[src/include/lsq_pkg.sv]
// package for the linked positioning sequencer: entry layout, states, timing
`default_nettype none
package lsq_pkg;
    // ---------------------------------------------------------------
    // entry table geometry
    // ---------------------------------------------------------------
    localparam int        ENTRY_NUM   = 16;
    localparam logic [3:0] LAST_ENTRY = 4'hf;
    localparam int        MAX_LINK    = 4;
    localparam int        ACC_W       = 8;
    localparam int        TRQ_W       = 8;
    localparam int        DWELL_W     = 16;
    localparam int        POS_W       = 24;
    // ---------------------------------------------------------------
    // timing: dwell counts in milliseconds
    // ---------------------------------------------------------------
    localparam int        CLK_PERIOD_NS = 10;
    localparam int        DWELL_UNIT_NS = 1000000;
    localparam int        MS_CYCLES     = DWELL_UNIT_NS / CLK_PERIOD_NS;
    localparam int        TICK_W        = 20;
    // ---------------------------------------------------------------
    // entry function and stored entry
    // ---------------------------------------------------------------
    typedef enum logic [1:0] {
        LSQ_FN_SINGLE,
        LSQ_FN_LINKED,
        LSQ_FN_LINKED_DWELL
    } lsq_func_t;

    typedef struct packed {
        lsq_func_t            func;
        logic                 dir;
        logic [ACC_W-1:0]     accel;
        logic [TRQ_W-1:0]     torque;
        logic [DWELL_W-1:0]   dwell_ms;
    } lsq_entry_t;

    typedef enum logic [1:0] {
        LSQ_IDLE,
        LSQ_RUN,
        LSQ_DWELL,
        LSQ_HOME
    } lsq_state_t;

    // segment command towards the power stage
    typedef struct packed {
        logic                 start;
        logic [3:0]           idx;
        logic                 dir;
        logic [ACC_W-1:0]     accel;
    } lsq_seg_t;
endpackage
`default_nettype wire

[src/lsq_sequencer.sv]
// linked positioning sequencer: entry chaining, alarms, limits, homing
`default_nettype none
// Summary of operation
// - linked entry runs straight into the next entry without stopping.
// - chain ends at first single entry; motor stops after it completes.
// - no-stop linked entries of differing direction raise the data alarm.
// - chains of five or more entries raise the data alarm.
// - entry fifteen never links onward to entry zero.
// - no-stop chain keeps the starting entry's acceleration and deceleration.
// - torque limit follows the currently selected entry, also during motion.
// - dwell-linked entry stops, waits its dwell time, then runs next entry.
// - move drops at segment end before dwell, rises as next segment starts.
// - ready drops at move start, returns after last entry; host releases start.
// - sensor homing runs until home sensor rising edge, then sets home.
// - two homing methods only: sensor homing and position preset.
// - sixteen stored entries, chosen by the four select inputs.
// - preset loads command position, ignored while moving or in alarm.
module lsq_sequencer #(
    parameter int MS_CYCLES = lsq_pkg::MS_CYCLES
) (
    input  wire logic                       sys_clk,
    input  wire logic                       rst_n,
    input  wire logic                       entry_select_bit0,
    input  wire logic                       entry_select_bit1,
    input  wire logic                       entry_select_bit2,
    input  wire logic                       entry_select_bit3,
    input  wire logic                       start_in,
    input  wire logic                       home_req_in,
    input  wire logic                       preset_req_in,
    input  wire logic                       home_sensor_in,
    input  wire logic                       alarm_clr_in,
    input  wire logic                       home_method_preset,
    input  wire logic signed [lsq_pkg::POS_W-1:0] preset_value,
    input  wire logic                       entry_wr_en,
    input  wire logic [3:0]                 entry_wr_idx,
    input  wire lsq_pkg::lsq_entry_t        entry_wr_data,
    input  wire logic                       seg_done,
    output lsq_pkg::lsq_seg_t               seg_cmd,
    output logic [lsq_pkg::TRQ_W-1:0]       torque_limit,
    output logic                            ready,
    output logic                            move,
    output logic                            alarm_data,
    output logic                            homing_run,
    output logic                            home_set,
    output logic signed [lsq_pkg::POS_W-1:0] cmd_pos
);
    // ---------------------------------------------------------------
    // reset release
    // ---------------------------------------------------------------
    logic [1:0] rst_sync_q;
    logic       rst_sn;
    always_ff @(posedge sys_clk or negedge rst_n) begin
        if (!rst_n) begin
            rst_sync_q <= 2'h0;
        end else begin
            rst_sync_q <= {rst_sync_q[0], 1'b1};
        end
    end
    assign rst_sn = rst_sync_q[1];

    // ---------------------------------------------------------------
    // state
    // ---------------------------------------------------------------
    typedef struct packed {
        logic [1:0][3:0]                 sel_sync;
        logic [1:0][4:0]                 pin_sync;
        logic [4:0]                      pin_prev;
        lsq_pkg::lsq_entry_t [lsq_pkg::ENTRY_NUM-1:0] tbl;
        lsq_pkg::lsq_state_t             st;
        lsq_pkg::lsq_seg_t               seg;
        logic [lsq_pkg::DWELL_W-1:0]     dwell_cnt;
        logic [lsq_pkg::TICK_W-1:0]      tick_cnt;
        logic [lsq_pkg::TRQ_W-1:0]       torque;
        logic                            ready;
        logic                            move;
        logic                            alarm;
        logic                            homing;
        logic                            home_set;
        logic signed [lsq_pkg::POS_W-1:0] pos;
    } lsq_state_s_t;

    lsq_state_s_t s_q;
    lsq_state_s_t s_d;

    // pin_sync bits: 0 start, 1 home, 2 preset, 3 sensor, 4 alarm clear
    logic [3:0]              sel;
    logic [4:0]              pins;
    logic [4:0]              rise;
    logic [3:0]              walk;
    logic                    chain_open;
    logic                    bad_dir;
    logic                    too_long;
    lsq_pkg::lsq_entry_t     cur;
    logic                    tick;

    assign sel  = s_q.sel_sync[1];
    assign pins = s_q.pin_sync[1];
    assign rise = pins & ~s_q.pin_prev;
    assign cur  = s_q.tbl[s_q.seg.idx];
    assign tick = (s_q.tick_cnt == lsq_pkg::TICK_W'(MS_CYCLES - 1));

    // ---------------------------------------------------------------
    // chain check on the selected entry
    // ---------------------------------------------------------------
    // check at start
    always_comb begin
        walk       = sel;
        chain_open = 1'b1;
        bad_dir    = 1'b0;
        for (int k = 0; k < lsq_pkg::MAX_LINK; k++) begin
            if (chain_open) begin
                if (s_q.tbl[walk].func == lsq_pkg::LSQ_FN_SINGLE ||
                    walk == lsq_pkg::LAST_ENTRY) begin
                    chain_open = 1'b0;
                end else begin
                    if (s_q.tbl[walk].func == lsq_pkg::LSQ_FN_LINKED &&
                        s_q.tbl[walk].dir != s_q.tbl[4'(walk + 4'h1)].dir) begin
                        bad_dir = 1'b1;
                    end
                    walk = 4'(walk + 4'h1);
                end
            end
        end
        too_long = chain_open;
    end

    // ---------------------------------------------------------------
    // next state
    // ---------------------------------------------------------------
    always_comb begin
        s_d           = s_q;
        s_d.sel_sync  = {s_q.sel_sync[0], {entry_select_bit3, entry_select_bit2,
                                           entry_select_bit1, entry_select_bit0}};
        s_d.pin_sync  = {s_q.pin_sync[0], {alarm_clr_in, home_sensor_in,
                                           preset_req_in, home_req_in, start_in}};
        s_d.pin_prev  = pins;
        s_d.seg.start = 1'b0;
        s_d.home_set  = 1'b0;
        s_d.tick_cnt  = tick ? '0 : lsq_pkg::TICK_W'(s_q.tick_cnt + 1'b1);
        if (entry_wr_en && s_q.st == lsq_pkg::LSQ_IDLE) begin
            s_d.tbl[entry_wr_idx] = entry_wr_data;
        end
        s_d.torque = s_q.tbl[sel].torque;
        if (rise[4] && s_q.st == lsq_pkg::LSQ_IDLE) begin
            s_d.alarm = 1'b0;
        end
        case (s_q.st)
            lsq_pkg::LSQ_IDLE: begin
                s_d.ready = !s_d.alarm;
                if (rise[0] && s_q.ready) begin
                    s_d.ready = 1'b0;
                    if (bad_dir || too_long) begin
                        s_d.alarm = 1'b1;
                    end else begin
                        s_d.st        = lsq_pkg::LSQ_RUN;
                        s_d.move      = 1'b1;
                        s_d.seg.start = 1'b1;
                        s_d.seg.idx   = sel;
                        s_d.seg.dir   = s_q.tbl[sel].dir;
                        s_d.seg.accel = s_q.tbl[sel].accel;
                    end
                end else if (rise[1] && s_q.ready && !home_method_preset) begin
                    s_d.st     = lsq_pkg::LSQ_HOME;
                    s_d.ready  = 1'b0;
                    s_d.move   = 1'b1;
                    s_d.homing = 1'b1;
                end else if ((rise[2] || (rise[1] && home_method_preset)) &&
                             !s_q.alarm) begin
                    s_d.pos      = preset_value;
                    s_d.home_set = 1'b1;
                end
            end
            lsq_pkg::LSQ_RUN: begin
                if (seg_done) begin
                    if (cur.func == lsq_pkg::LSQ_FN_SINGLE ||
                        s_q.seg.idx == lsq_pkg::LAST_ENTRY) begin
                        s_d.st    = lsq_pkg::LSQ_IDLE;
                        s_d.move  = 1'b0;
                        s_d.ready = 1'b1;
                    end else if (cur.func == lsq_pkg::LSQ_FN_LINKED) begin
                        s_d.seg.start = 1'b1;
                        s_d.seg.idx   = 4'(s_q.seg.idx + 4'h1);
                        s_d.seg.dir   = s_q.tbl[s_d.seg.idx].dir;
                    end else begin
                        s_d.st        = lsq_pkg::LSQ_DWELL;
                        s_d.move      = 1'b0;
                        s_d.dwell_cnt = cur.dwell_ms;
                        s_d.tick_cnt  = '0;
                    end
                end
            end
            lsq_pkg::LSQ_DWELL: begin
                if (s_q.dwell_cnt == '0) begin
                    s_d.st        = lsq_pkg::LSQ_RUN;
                    s_d.move      = 1'b1;
                    s_d.seg.start = 1'b1;
                    s_d.seg.idx   = 4'(s_q.seg.idx + 4'h1);
                    s_d.seg.dir   = s_q.tbl[s_d.seg.idx].dir;
                    s_d.seg.accel = s_q.tbl[s_d.seg.idx].accel;
                end else if (tick) begin
                    s_d.dwell_cnt = s_q.dwell_cnt - 1'b1;
                end
            end
            lsq_pkg::LSQ_HOME: begin
                if (rise[3]) begin
                    s_d.st       = lsq_pkg::LSQ_IDLE;
                    s_d.move     = 1'b0;
                    s_d.homing   = 1'b0;
                    s_d.ready    = 1'b1;
                    s_d.pos      = '0;
                    s_d.home_set = 1'b1;
                end
            end
            default: begin
                s_d.st = lsq_pkg::LSQ_IDLE;
            end
        endcase
    end

    always_ff @(posedge sys_clk or negedge rst_sn) begin
        if (!rst_sn) begin
            s_q <= '0;
        end else begin
            s_q <= s_d;
        end
    end

    // ---------------------------------------------------------------
    // outputs
    // ---------------------------------------------------------------
    assign seg_cmd      = s_q.seg;
    assign torque_limit = s_q.torque;
    assign ready        = s_q.ready;
    assign move         = s_q.move;
    assign alarm_data   = s_q.alarm;
    assign homing_run   = s_q.homing;
    assign home_set     = s_q.home_set;
    assign cmd_pos      = s_q.pos;

    // ---------------------------------------------------------------
    // checks
    // ---------------------------------------------------------------
    link_no_stop_a: assert property (@(posedge sys_clk) disable iff (!rst_sn)
        s_q.st == lsq_pkg::LSQ_RUN && seg_done && cur.func == lsq_pkg::LSQ_FN_LINKED &&
        s_q.seg.idx != lsq_pkg::LAST_ENTRY |=> move && seg_cmd.start)
        else $error("linked entry did not continue");
    single_stop_a: assert property (@(posedge sys_clk) disable iff (!rst_sn)
        s_q.st == lsq_pkg::LSQ_RUN && seg_done && cur.func == lsq_pkg::LSQ_FN_SINGLE
        |=> !move && ready)
        else $error("single entry did not end chain");
    chain_alarm_a: assert property (@(posedge sys_clk) disable iff (!rst_sn)
        s_q.st == lsq_pkg::LSQ_IDLE && rise[0] && ready && (bad_dir || too_long)
        |=> alarm_data && !move && !seg_cmd.start)
        else $error("bad chain not refused");
    no_wrap_a: assert property (@(posedge sys_clk) disable iff (!rst_sn)
        s_q.st == lsq_pkg::LSQ_RUN && seg_done && s_q.seg.idx == lsq_pkg::LAST_ENTRY
        |=> !seg_cmd.start && ready)
        else $error("chain wrapped past last entry");
    accel_hold_a: assert property (@(posedge sys_clk) disable iff (!rst_sn)
        s_q.st == lsq_pkg::LSQ_RUN && seg_done && cur.func == lsq_pkg::LSQ_FN_LINKED
        |=> $stable(seg_cmd.accel))
        else $error("acceleration changed inside chain");
    torque_live_a: assert property (@(posedge sys_clk) disable iff (!rst_sn)
        1'b1 |=> torque_limit == $past(s_q.tbl[sel].torque))
        else $error("torque limit not from selection");
    dwell_move_a: assert property (@(posedge sys_clk) disable iff (!rst_sn)
        s_q.st == lsq_pkg::LSQ_DWELL && s_d.st == lsq_pkg::LSQ_RUN
        |=> move && seg_cmd.start && !ready)
        else $error("move not raised with dwell restart");
    ready_low_a: assert property (@(posedge sys_clk) disable iff (!rst_sn)
        move |-> !ready)
        else $error("ready high while moving");
    home_edge_a: assert property (@(posedge sys_clk) disable iff (!rst_sn)
        s_q.st == lsq_pkg::LSQ_HOME && rise[3] |=> home_set && cmd_pos == '0 && !move)
        else $error("sensor edge did not set home");
    preset_block_a: assert property (@(posedge sys_clk) disable iff (!rst_sn)
        (move || alarm_data) |=> $stable(cmd_pos) || homing_run || $past(homing_run))
        else $error("preset applied while moving or alarmed");
endmodule
`default_nettype wire

[config.mk]
export PLATFORM = sky130hd
export DESIGN_NAME = lsq_sequencer
export DESIGN_NICKNAME = d
export VERILOG_FILES = /design/src/include/lsq_pkg.sv /design/src/lsq_sequencer.sv
export SDC_FILE = /design/constraint.sdc
export NUM_CORES = 1
export LEC_CHECK = 0
export BUFFER_PORTS_ARGS = -buffer_cell sky130_fd_sc_hd__buf_2
export CAP_MARGIN = 30
export CORE_MARGIN = 5
export CORE_UTILIZATION = 45
export DETAILED_ROUTE_END_ITERATION = 8
export PLACE_DENSITY_LB_ADDON = 0.1
export SLEW_MARGIN = 0
export SYNTH_ARGS = -nofsm -noshare
export SYNTH_HDL_FRONTEND = slang
export SYNTH_SLANG_ARGS = --single-unit
[constraint.sdc]
create_clock -name sys_clk -period 19.05 [get_ports sys_clk]
set_input_delay 0.9525 -clock sys_clk [delete_from_list [all_inputs] [get_ports sys_clk]]
set_output_delay 0.9525 -clock sys_clk [all_outputs]
set_load 0.05 [all_outputs]
* Word level (Yosys, flattened, before mapping)
Cells that the tools add are included.
Widths: inputs -> output; s select.
** Cells by class
- Reduce and logical (&&, ||, !) cells :: 41
- Multiplexer cells :: 89
- Add/sub/neg operators :: 7
- Equal/unequal tests :: 36
- Bitwise logic cells :: 2
- $lt $le $gt $ge :: 12
** Operators by type and width (count)
- $bmux 35 s4 :: 10
- $bwmux 560 :: 1
- $mux 35 :: 6
- $mux 33 :: 5
- $demux 35 s4 :: 1
- $mux 36 :: 3
- $mux 16 :: 4
- $lt 4x5->1 const B :: 11
- $mux 26 :: 2
- $pmux 26 s2 :: 1
- $mux 25 :: 2
- $mux 20 :: 2
- $pmux 16 s2 :: 1
- $mux 1 :: 28
- $ne 2x2->1 const B :: 12
- $add 20x1->20 const B :: 1
- $add 4x1->4 const B :: 5
- $eq 20x17->1 const B :: 1
- $eq 4x4->1 const B :: 5
- $mux 4 :: 5
- $mux 2 :: 9
- $pmux 6 s3 :: 1
- $logic_not 16->1 :: 1
- $pmux 8 s2 :: 1
- 26 further kinds :: 69
** Word-level totals
- Word-level logic and storage cells :: 287
- Bits of input ports :: 77
- Output and inout port bits :: 51
- Register bits after elaboration :: 674

* Depth between registers and ports, before layout
- Word-level depth :: 29
- Depth in mapped cells :: 34
- Gate-level depth less buffers :: 28

* Worst setup path before layout
No wires, ideal clock.
- Path type :: flip-flop to flip-flop
- From :: register s_q, in the netlist sel[1]
- To :: register s_q, in the netlist seg_cmd[0]
- Required time :: 18.925 ns
- Path slack :: 11.801 ns
- Setup time :: 0.125 ns
- Buffers on the path :: 6
- Data arrival time :: 7.123 ns
- Clock period less this slack :: 7.249 ns
- Stages on the path, launching flop included :: 35
- Cells stage by stage :: dfrtp_1 clkbuf_1 clkbuf_1 mux4_2 a22o_1 a31o_2 o31ai_1 clkbuf_1 nand2_1 nand2_1 ha_1 clkbuf_1 and2_1 and3_1 clkbuf_1 nor2_1 o21a_1 nor2_1 clkinv_1 mux2_2 o21ai_0 o211ai_1 o21ai_4 nand2_1 xnor2_2 ha_1 inv_1 a31oi_1 mux2i_1 a311oi_1 o21ai_0 o31ai_1 and2_1 buf_6 mux2_4
** Between the ends
- Word-level cells in the longest chain between the ends :: 28
- Elaborated cells between the ends (all ways) :: 73
- Classes of those cells :: 4 x add/sub; 13 x eq/ne; 42 x mux; 14 x reduce/logical
** Ends and longest elaborated chain
- from (decl) :: line lsq_sequencer.sv:82 : lsq_state_s_t s_q;
- from (signal assigned) :: line lsq_sequencer.sv:222 : s_q <= '0;
- from (signal assigned) :: line lsq_sequencer.sv:224 : s_q <= s_d;
- $bmux 35 s4
- $mux 35 (not written as such) :: line lsq_sequencer.sv:160 : s_d.seg.accel = s_q.tbl[sel].accel;
- $logic_not 2->1 :: line lsq_sequencer.sv:112 : if (s_q.tbl[walk].func == lsq_pkg::LSQ_FN_SINGLE ||
- $logic_or 1x1->1 :: line lsq_sequencer.sv:112
- $mux 4 :: line lsq_sequencer.sv:112
- $bmux 35 s4 :: line lsq_sequencer.sv:112, lsq_sequencer.sv:116, lsq_sequencer.sv:117
- $mux 35 (not written as such) :: line lsq_sequencer.sv:117 : s_q.tbl[walk].dir != s_q.tbl[4'(walk + 4'h1)].dir) begin
- $logic_not 2->1 :: line lsq_sequencer.sv:112
- [12 not listed]
- $ne 1x1->1 :: line lsq_sequencer.sv:117
- $logic_and 1x1->1 :: line lsq_sequencer.sv:116 : if (s_q.tbl[walk].func == lsq_pkg::LSQ_FN_LINKED &&
- $mux 1 :: line lsq_sequencer.sv:116
- $mux 1 :: line lsq_sequencer.sv:112
- $mux 1 :: line lsq_sequencer.sv:111 : if (chain_open) begin
- $logic_or 1x1->1 :: line lsq_sequencer.sv:152 : if (bad_dir || too_long) begin
- $ne 2x2->1 (no line)
- $reduce_and 4->1 (no line)
Parallel ways exist; a longest one is shown, timed or not. The select of a mux whose other input is x is not followed.
A chain may end at the register's enable or synchronous reset.

* Worst setup path after layout
- From :: register s_q, in the netlist sel[0]
- To :: register s_q, in the netlist seg_cmd[4]
The elaborated chain is that of the path after synthesis.

==> summary.txt <==
Setup path
  – CP Max Fanout: 51
  – CP max stage cell: dfrtp_4
  – Worst EP required: 19,550 ps
  – R2R cell count: 25
  – CP peak stage delay: 950 ps
  – Startpoint types: flip-flop
  – Crit end category: flip-flop
  – Critical Path AT: around 11,000 ps
  – Crit path kind: reg2reg

Clocking
  – Post-CTS Resized: 0
  – TritonCTS clock tree: yes
  – Inserted Clock Buffers: 77
  – Clk slew on worst S/H paths: approximately 60 ps
  – Hold-fix buffers at CTS: 0
  – CTS H-tree depth: 3
  – Clk Latency, worst-skew pair: between 600 and 700 ps
  – Setup Fix Bufs, Post-CTS: 0
  – Root Driver: clkbuf_16
  – Bufs on Longest Clock Path: 3
  – # clock sinks: 674

Timing
  – RSZ-0062 raised after global routing: false
  – Setup TNS: 0 ps
  – Count of final hold-check violations: 0
  – Final Cycle Share: 56.3%
  – Worst Tran Pin Value: between 1000 and 1500 ps
  – Fin crit period: between 10,000 and 15,000 ps
  – FMAX: just over 0.09 GHz
  – Rel. slew slack: 31.6%
  – Slew Limit Fails: 0
  – Skew final: 34.3 ps
  – Setup Viol. Count Final: 0
  – Worst setup slack after layout: ~8300 ps

GRT
  – Antenna violations before repair: 6
  – Largest net degree at the start of global routing: 152
  – Number of global-route vias before repair: between 20,000 and 25,000
  – Total Routing Usage GR: 23.3%
  – GR Overflow Total: 0
  – First-pass GRT wire length: roughly 150 mm

Die
  – Initial Util: 45.5%
  – Die width: about 290 um
  – Die Y-Extent: 287 um
  – I/O pin count: 128
  – Die area: between 80,000 and 90,000 um^2
  – FP Rows: around 100
  – Core area: 76,100 um^2

Placement
  – DP Area: between 30,000 and 40,000 um^2
  – Placed cells: between 3,000 and 4,000
  – RePlAce Congestion: about 0.9
  – Detail Placement HPWL: around 57 mm
  – Pre-CTS WS: roughly 8400 ps
  – Number of I/O port buffers: around 130

Power
  – PwrDens: between 150 and 200 nW/um^2
  – Pleak: between 15 and 20 nW
  – Worst VDD drop: 0.0807 mV

Final layout
  – Fin nets: about 2,600
  – Design area: roughly 39,000 um^2
  – Post-Layout Cell Count: between 3,000 and 4,000
  – Most frequent cells in the layout: dfrtp_1, mux2_2, mux4_2
  – Area growth, synth to finish: 11.7%
  – Filler cells: approximately 6,500
  – Layout cells sized above 1: 46.1%
  – Commonest non-fill, non-tap cell in the layout: dfrtp_1

Route
  – DR pass1 iterations: 5
  – DRC viols: 0
  – Vias per cell: approximately 6
  – Vias: roughly 22,000
  – Initial drt markers: 1,393
  – Routed len/inst: 26.7 um
  – Final ANT Viol Nets: 0
  – Total routed wirelength: approximately 95 mm

Synth
  – Most common flop cell mapped by yosys: dfrtp_1
  – Synth area leaders: dfrtp_1, mux2_2, mux4_2, clkbuf_1, buf_4
  – Post-Syn Nets: ~2,600
  – Synth top area share: between 40% and 50%
  – Unique masters post-synth: 84
  – Post-Syn Area: around 35,000 um^2
  – Ys Warns: 0
  – Mapped Cells: about 2,500
  – Fraction of registers with async set/reset: 100%
  – Number of synthesized flops with an enable pin: 0
  – Post-Syn Area per Cell: ~14 um^2
  – Flop and latch count out of synthesis: roughly 670
  – Area leader, netlist: dfrtp_1
  – Seq/Total Area, Yosys: slightly below 50%

Run status
  – Status: complete, no violations

Min path
  – Hold Crit Class: in2async

Flow run
  – # Max-Cap Violations: 0
layout make-up:
cell class                      instances  area, um^2  area share, %
Sequential cell                       674       16900           43.7
Multi-Input combinational cell       1511       16600           42.9
Clock buffer                          111        2270           5.86
Tap cell                             1030        1290           3.33
Timing Repair Buffer                  179        1140           2.95
Clock inverter                         25         310          0.802
Inverter                               45         169          0.437
Antenna cell                            3        7.51         0.0194
sequential cells by signal, summed over array words and instances, names as in the netlist:
register,count
rst_sync_q,2
alarm_data,1
ready,1
s_q,603
homing_run,1
sel,4
s_d,9
cmd_pos,24
pins,5
move,1
torque_limit,8
home_set,1
seg_cmd,14
path summary, 6_finish.rpt:
kind / start / endpoint / slack (ps)
setup / recovery: sel[0]$_DFF_PN0_ / seg_cmd[4]$_DFFE_PN0P_ / 8330
hold / removal: rst_n / rst_sync_q[1]$_DFF_PN0_ / 100
setup reg to reg: sel[0]$_DFF_PN0_ / seg_cmd[4]$_DFFE_PN0P_ / 8330
hold reg to reg: rst_sync_q[1]$_DFF_PN0_ / s_q[631]$_DFFE_PN0P_ / 330
max in group asynchronous: rst_sync_q[1]$_DFF_PN0_ / s_q[157]$_DFFE_PN0P_ / 15870
min in group sys_clk: s_d[663]$_DFF_PN0_ / pins[4]$_DFF_PN0_ / 350
per-layer routing:
metal | part of all wire, % | vias up | wire length (um) | GRT usage (%)
met5 | 0.026 | - | 25 | 0
met4 | 2.2 | 4 | 2130 | 5.66
met3 | 4.8 | 150 | 4580 | 3.73
met2 | 48 | 596 | 45900 | 37.5
met1 | 45 | 11840 | 42700 | 33.5
li1 | - | 9393 | - | -
worst max-delay path, delay by kind of cell (launching register included):
| kind | cells | cell delay (ps) |
|---|---|---|
| AND/OR/NAND/NOR | 8 | 3100 |
| multiplexers | 5 | 2080 |
| AO/OA/AOI/OAI | 6 | 1680 |
| buffers and inverters | 3 | 1350 |
| adder cells (fa/ha/maj) | 2 | 1180 |
| flip-flops | 1 | 950 |
| XOR/XNOR | 1 | 190 |
kinds of logic (layout without fill, tap and decap cells):
logic type	Yosys count	in the layout	synth area share [%]
muxes	854	854	35.6
DFF	674	674	48.7
and+or+nand+nor	336	336	4.71
buffers and inverters	294	360	3.74
AOI/OAI and AO/OA	278	278	6.04
xor gates and xnor gates	29	29	0.777
adders and majority gates	13	13	0.470
other	1	4	0.0108
per-stage QoR:
stage | power [mW] | util [%] | hold WS [ps]
floorplan | 4.39 | - | 331
global placement | 4.99 | 47.2 | 334
detailed placement | 5.06 | 47.3 | 337
CTS | 6.59 | 50.7 | 60.7
global route | 6.92 | 50.8 | 72.5
finish | 6.55 | 50.8 | 98.0
report_power, final:
part	switching [mW]	internal (mW)	leakage [nW]
clock network	0.617	0.886	1.27
registers	0.494	2.00	8.89
logic	1.25	1.30	7.08
total	2.36	4.19	17.2
synth_stat cells (5+ instances only):
| cell | n |
|---|---|
| o21ai_0 | 52 |
| ha_1 | 13 |
| o211ai_1 | 6 |
| mux2i_1 | 29 |
| nand4_1 | 18 |
| and2_1 | 6 |
| mux2_4 | 8 |
| nor2b_1 | 9 |
| xor2_1 | 15 |
| mux4_2 | 240 |
| or2_2 | 5 |
| a211oi_1 | 8 |
| a22o_1 | 37 |
| nor2_1 | 82 |
| nor3_1 | 26 |
| dfrtp_1 | 674 |
| a21o_1 | 5 |
| nor4_1 | 9 |
| buf_1 | 40 |
| nand3_1 | 38 |
| xnor2_1 | 12 |
| nand2b_1 | 9 |
| and3_1 | 6 |
| inv_1 | 42 |
| o31ai_1 | 5 |
| mux2_2 | 575 |
| buf_2 | 7 |
| a2bb2oi_1 | 5 |
| o22ai_1 | 17 |
| a31oi_1 | 16 |
| a221oi_1 | 22 |
| nand2_1 | 93 |
| a22oi_1 | 7 |
| clkbuf_1 | 154 |
| a311oi_1 | 6 |
| a21oi_1 | 29 |
| buf_4 | 47 |
| a221o_1 | 10 |
| or3_1 | 18 |
No activity file was read; power rests on OpenSTA's default activity.
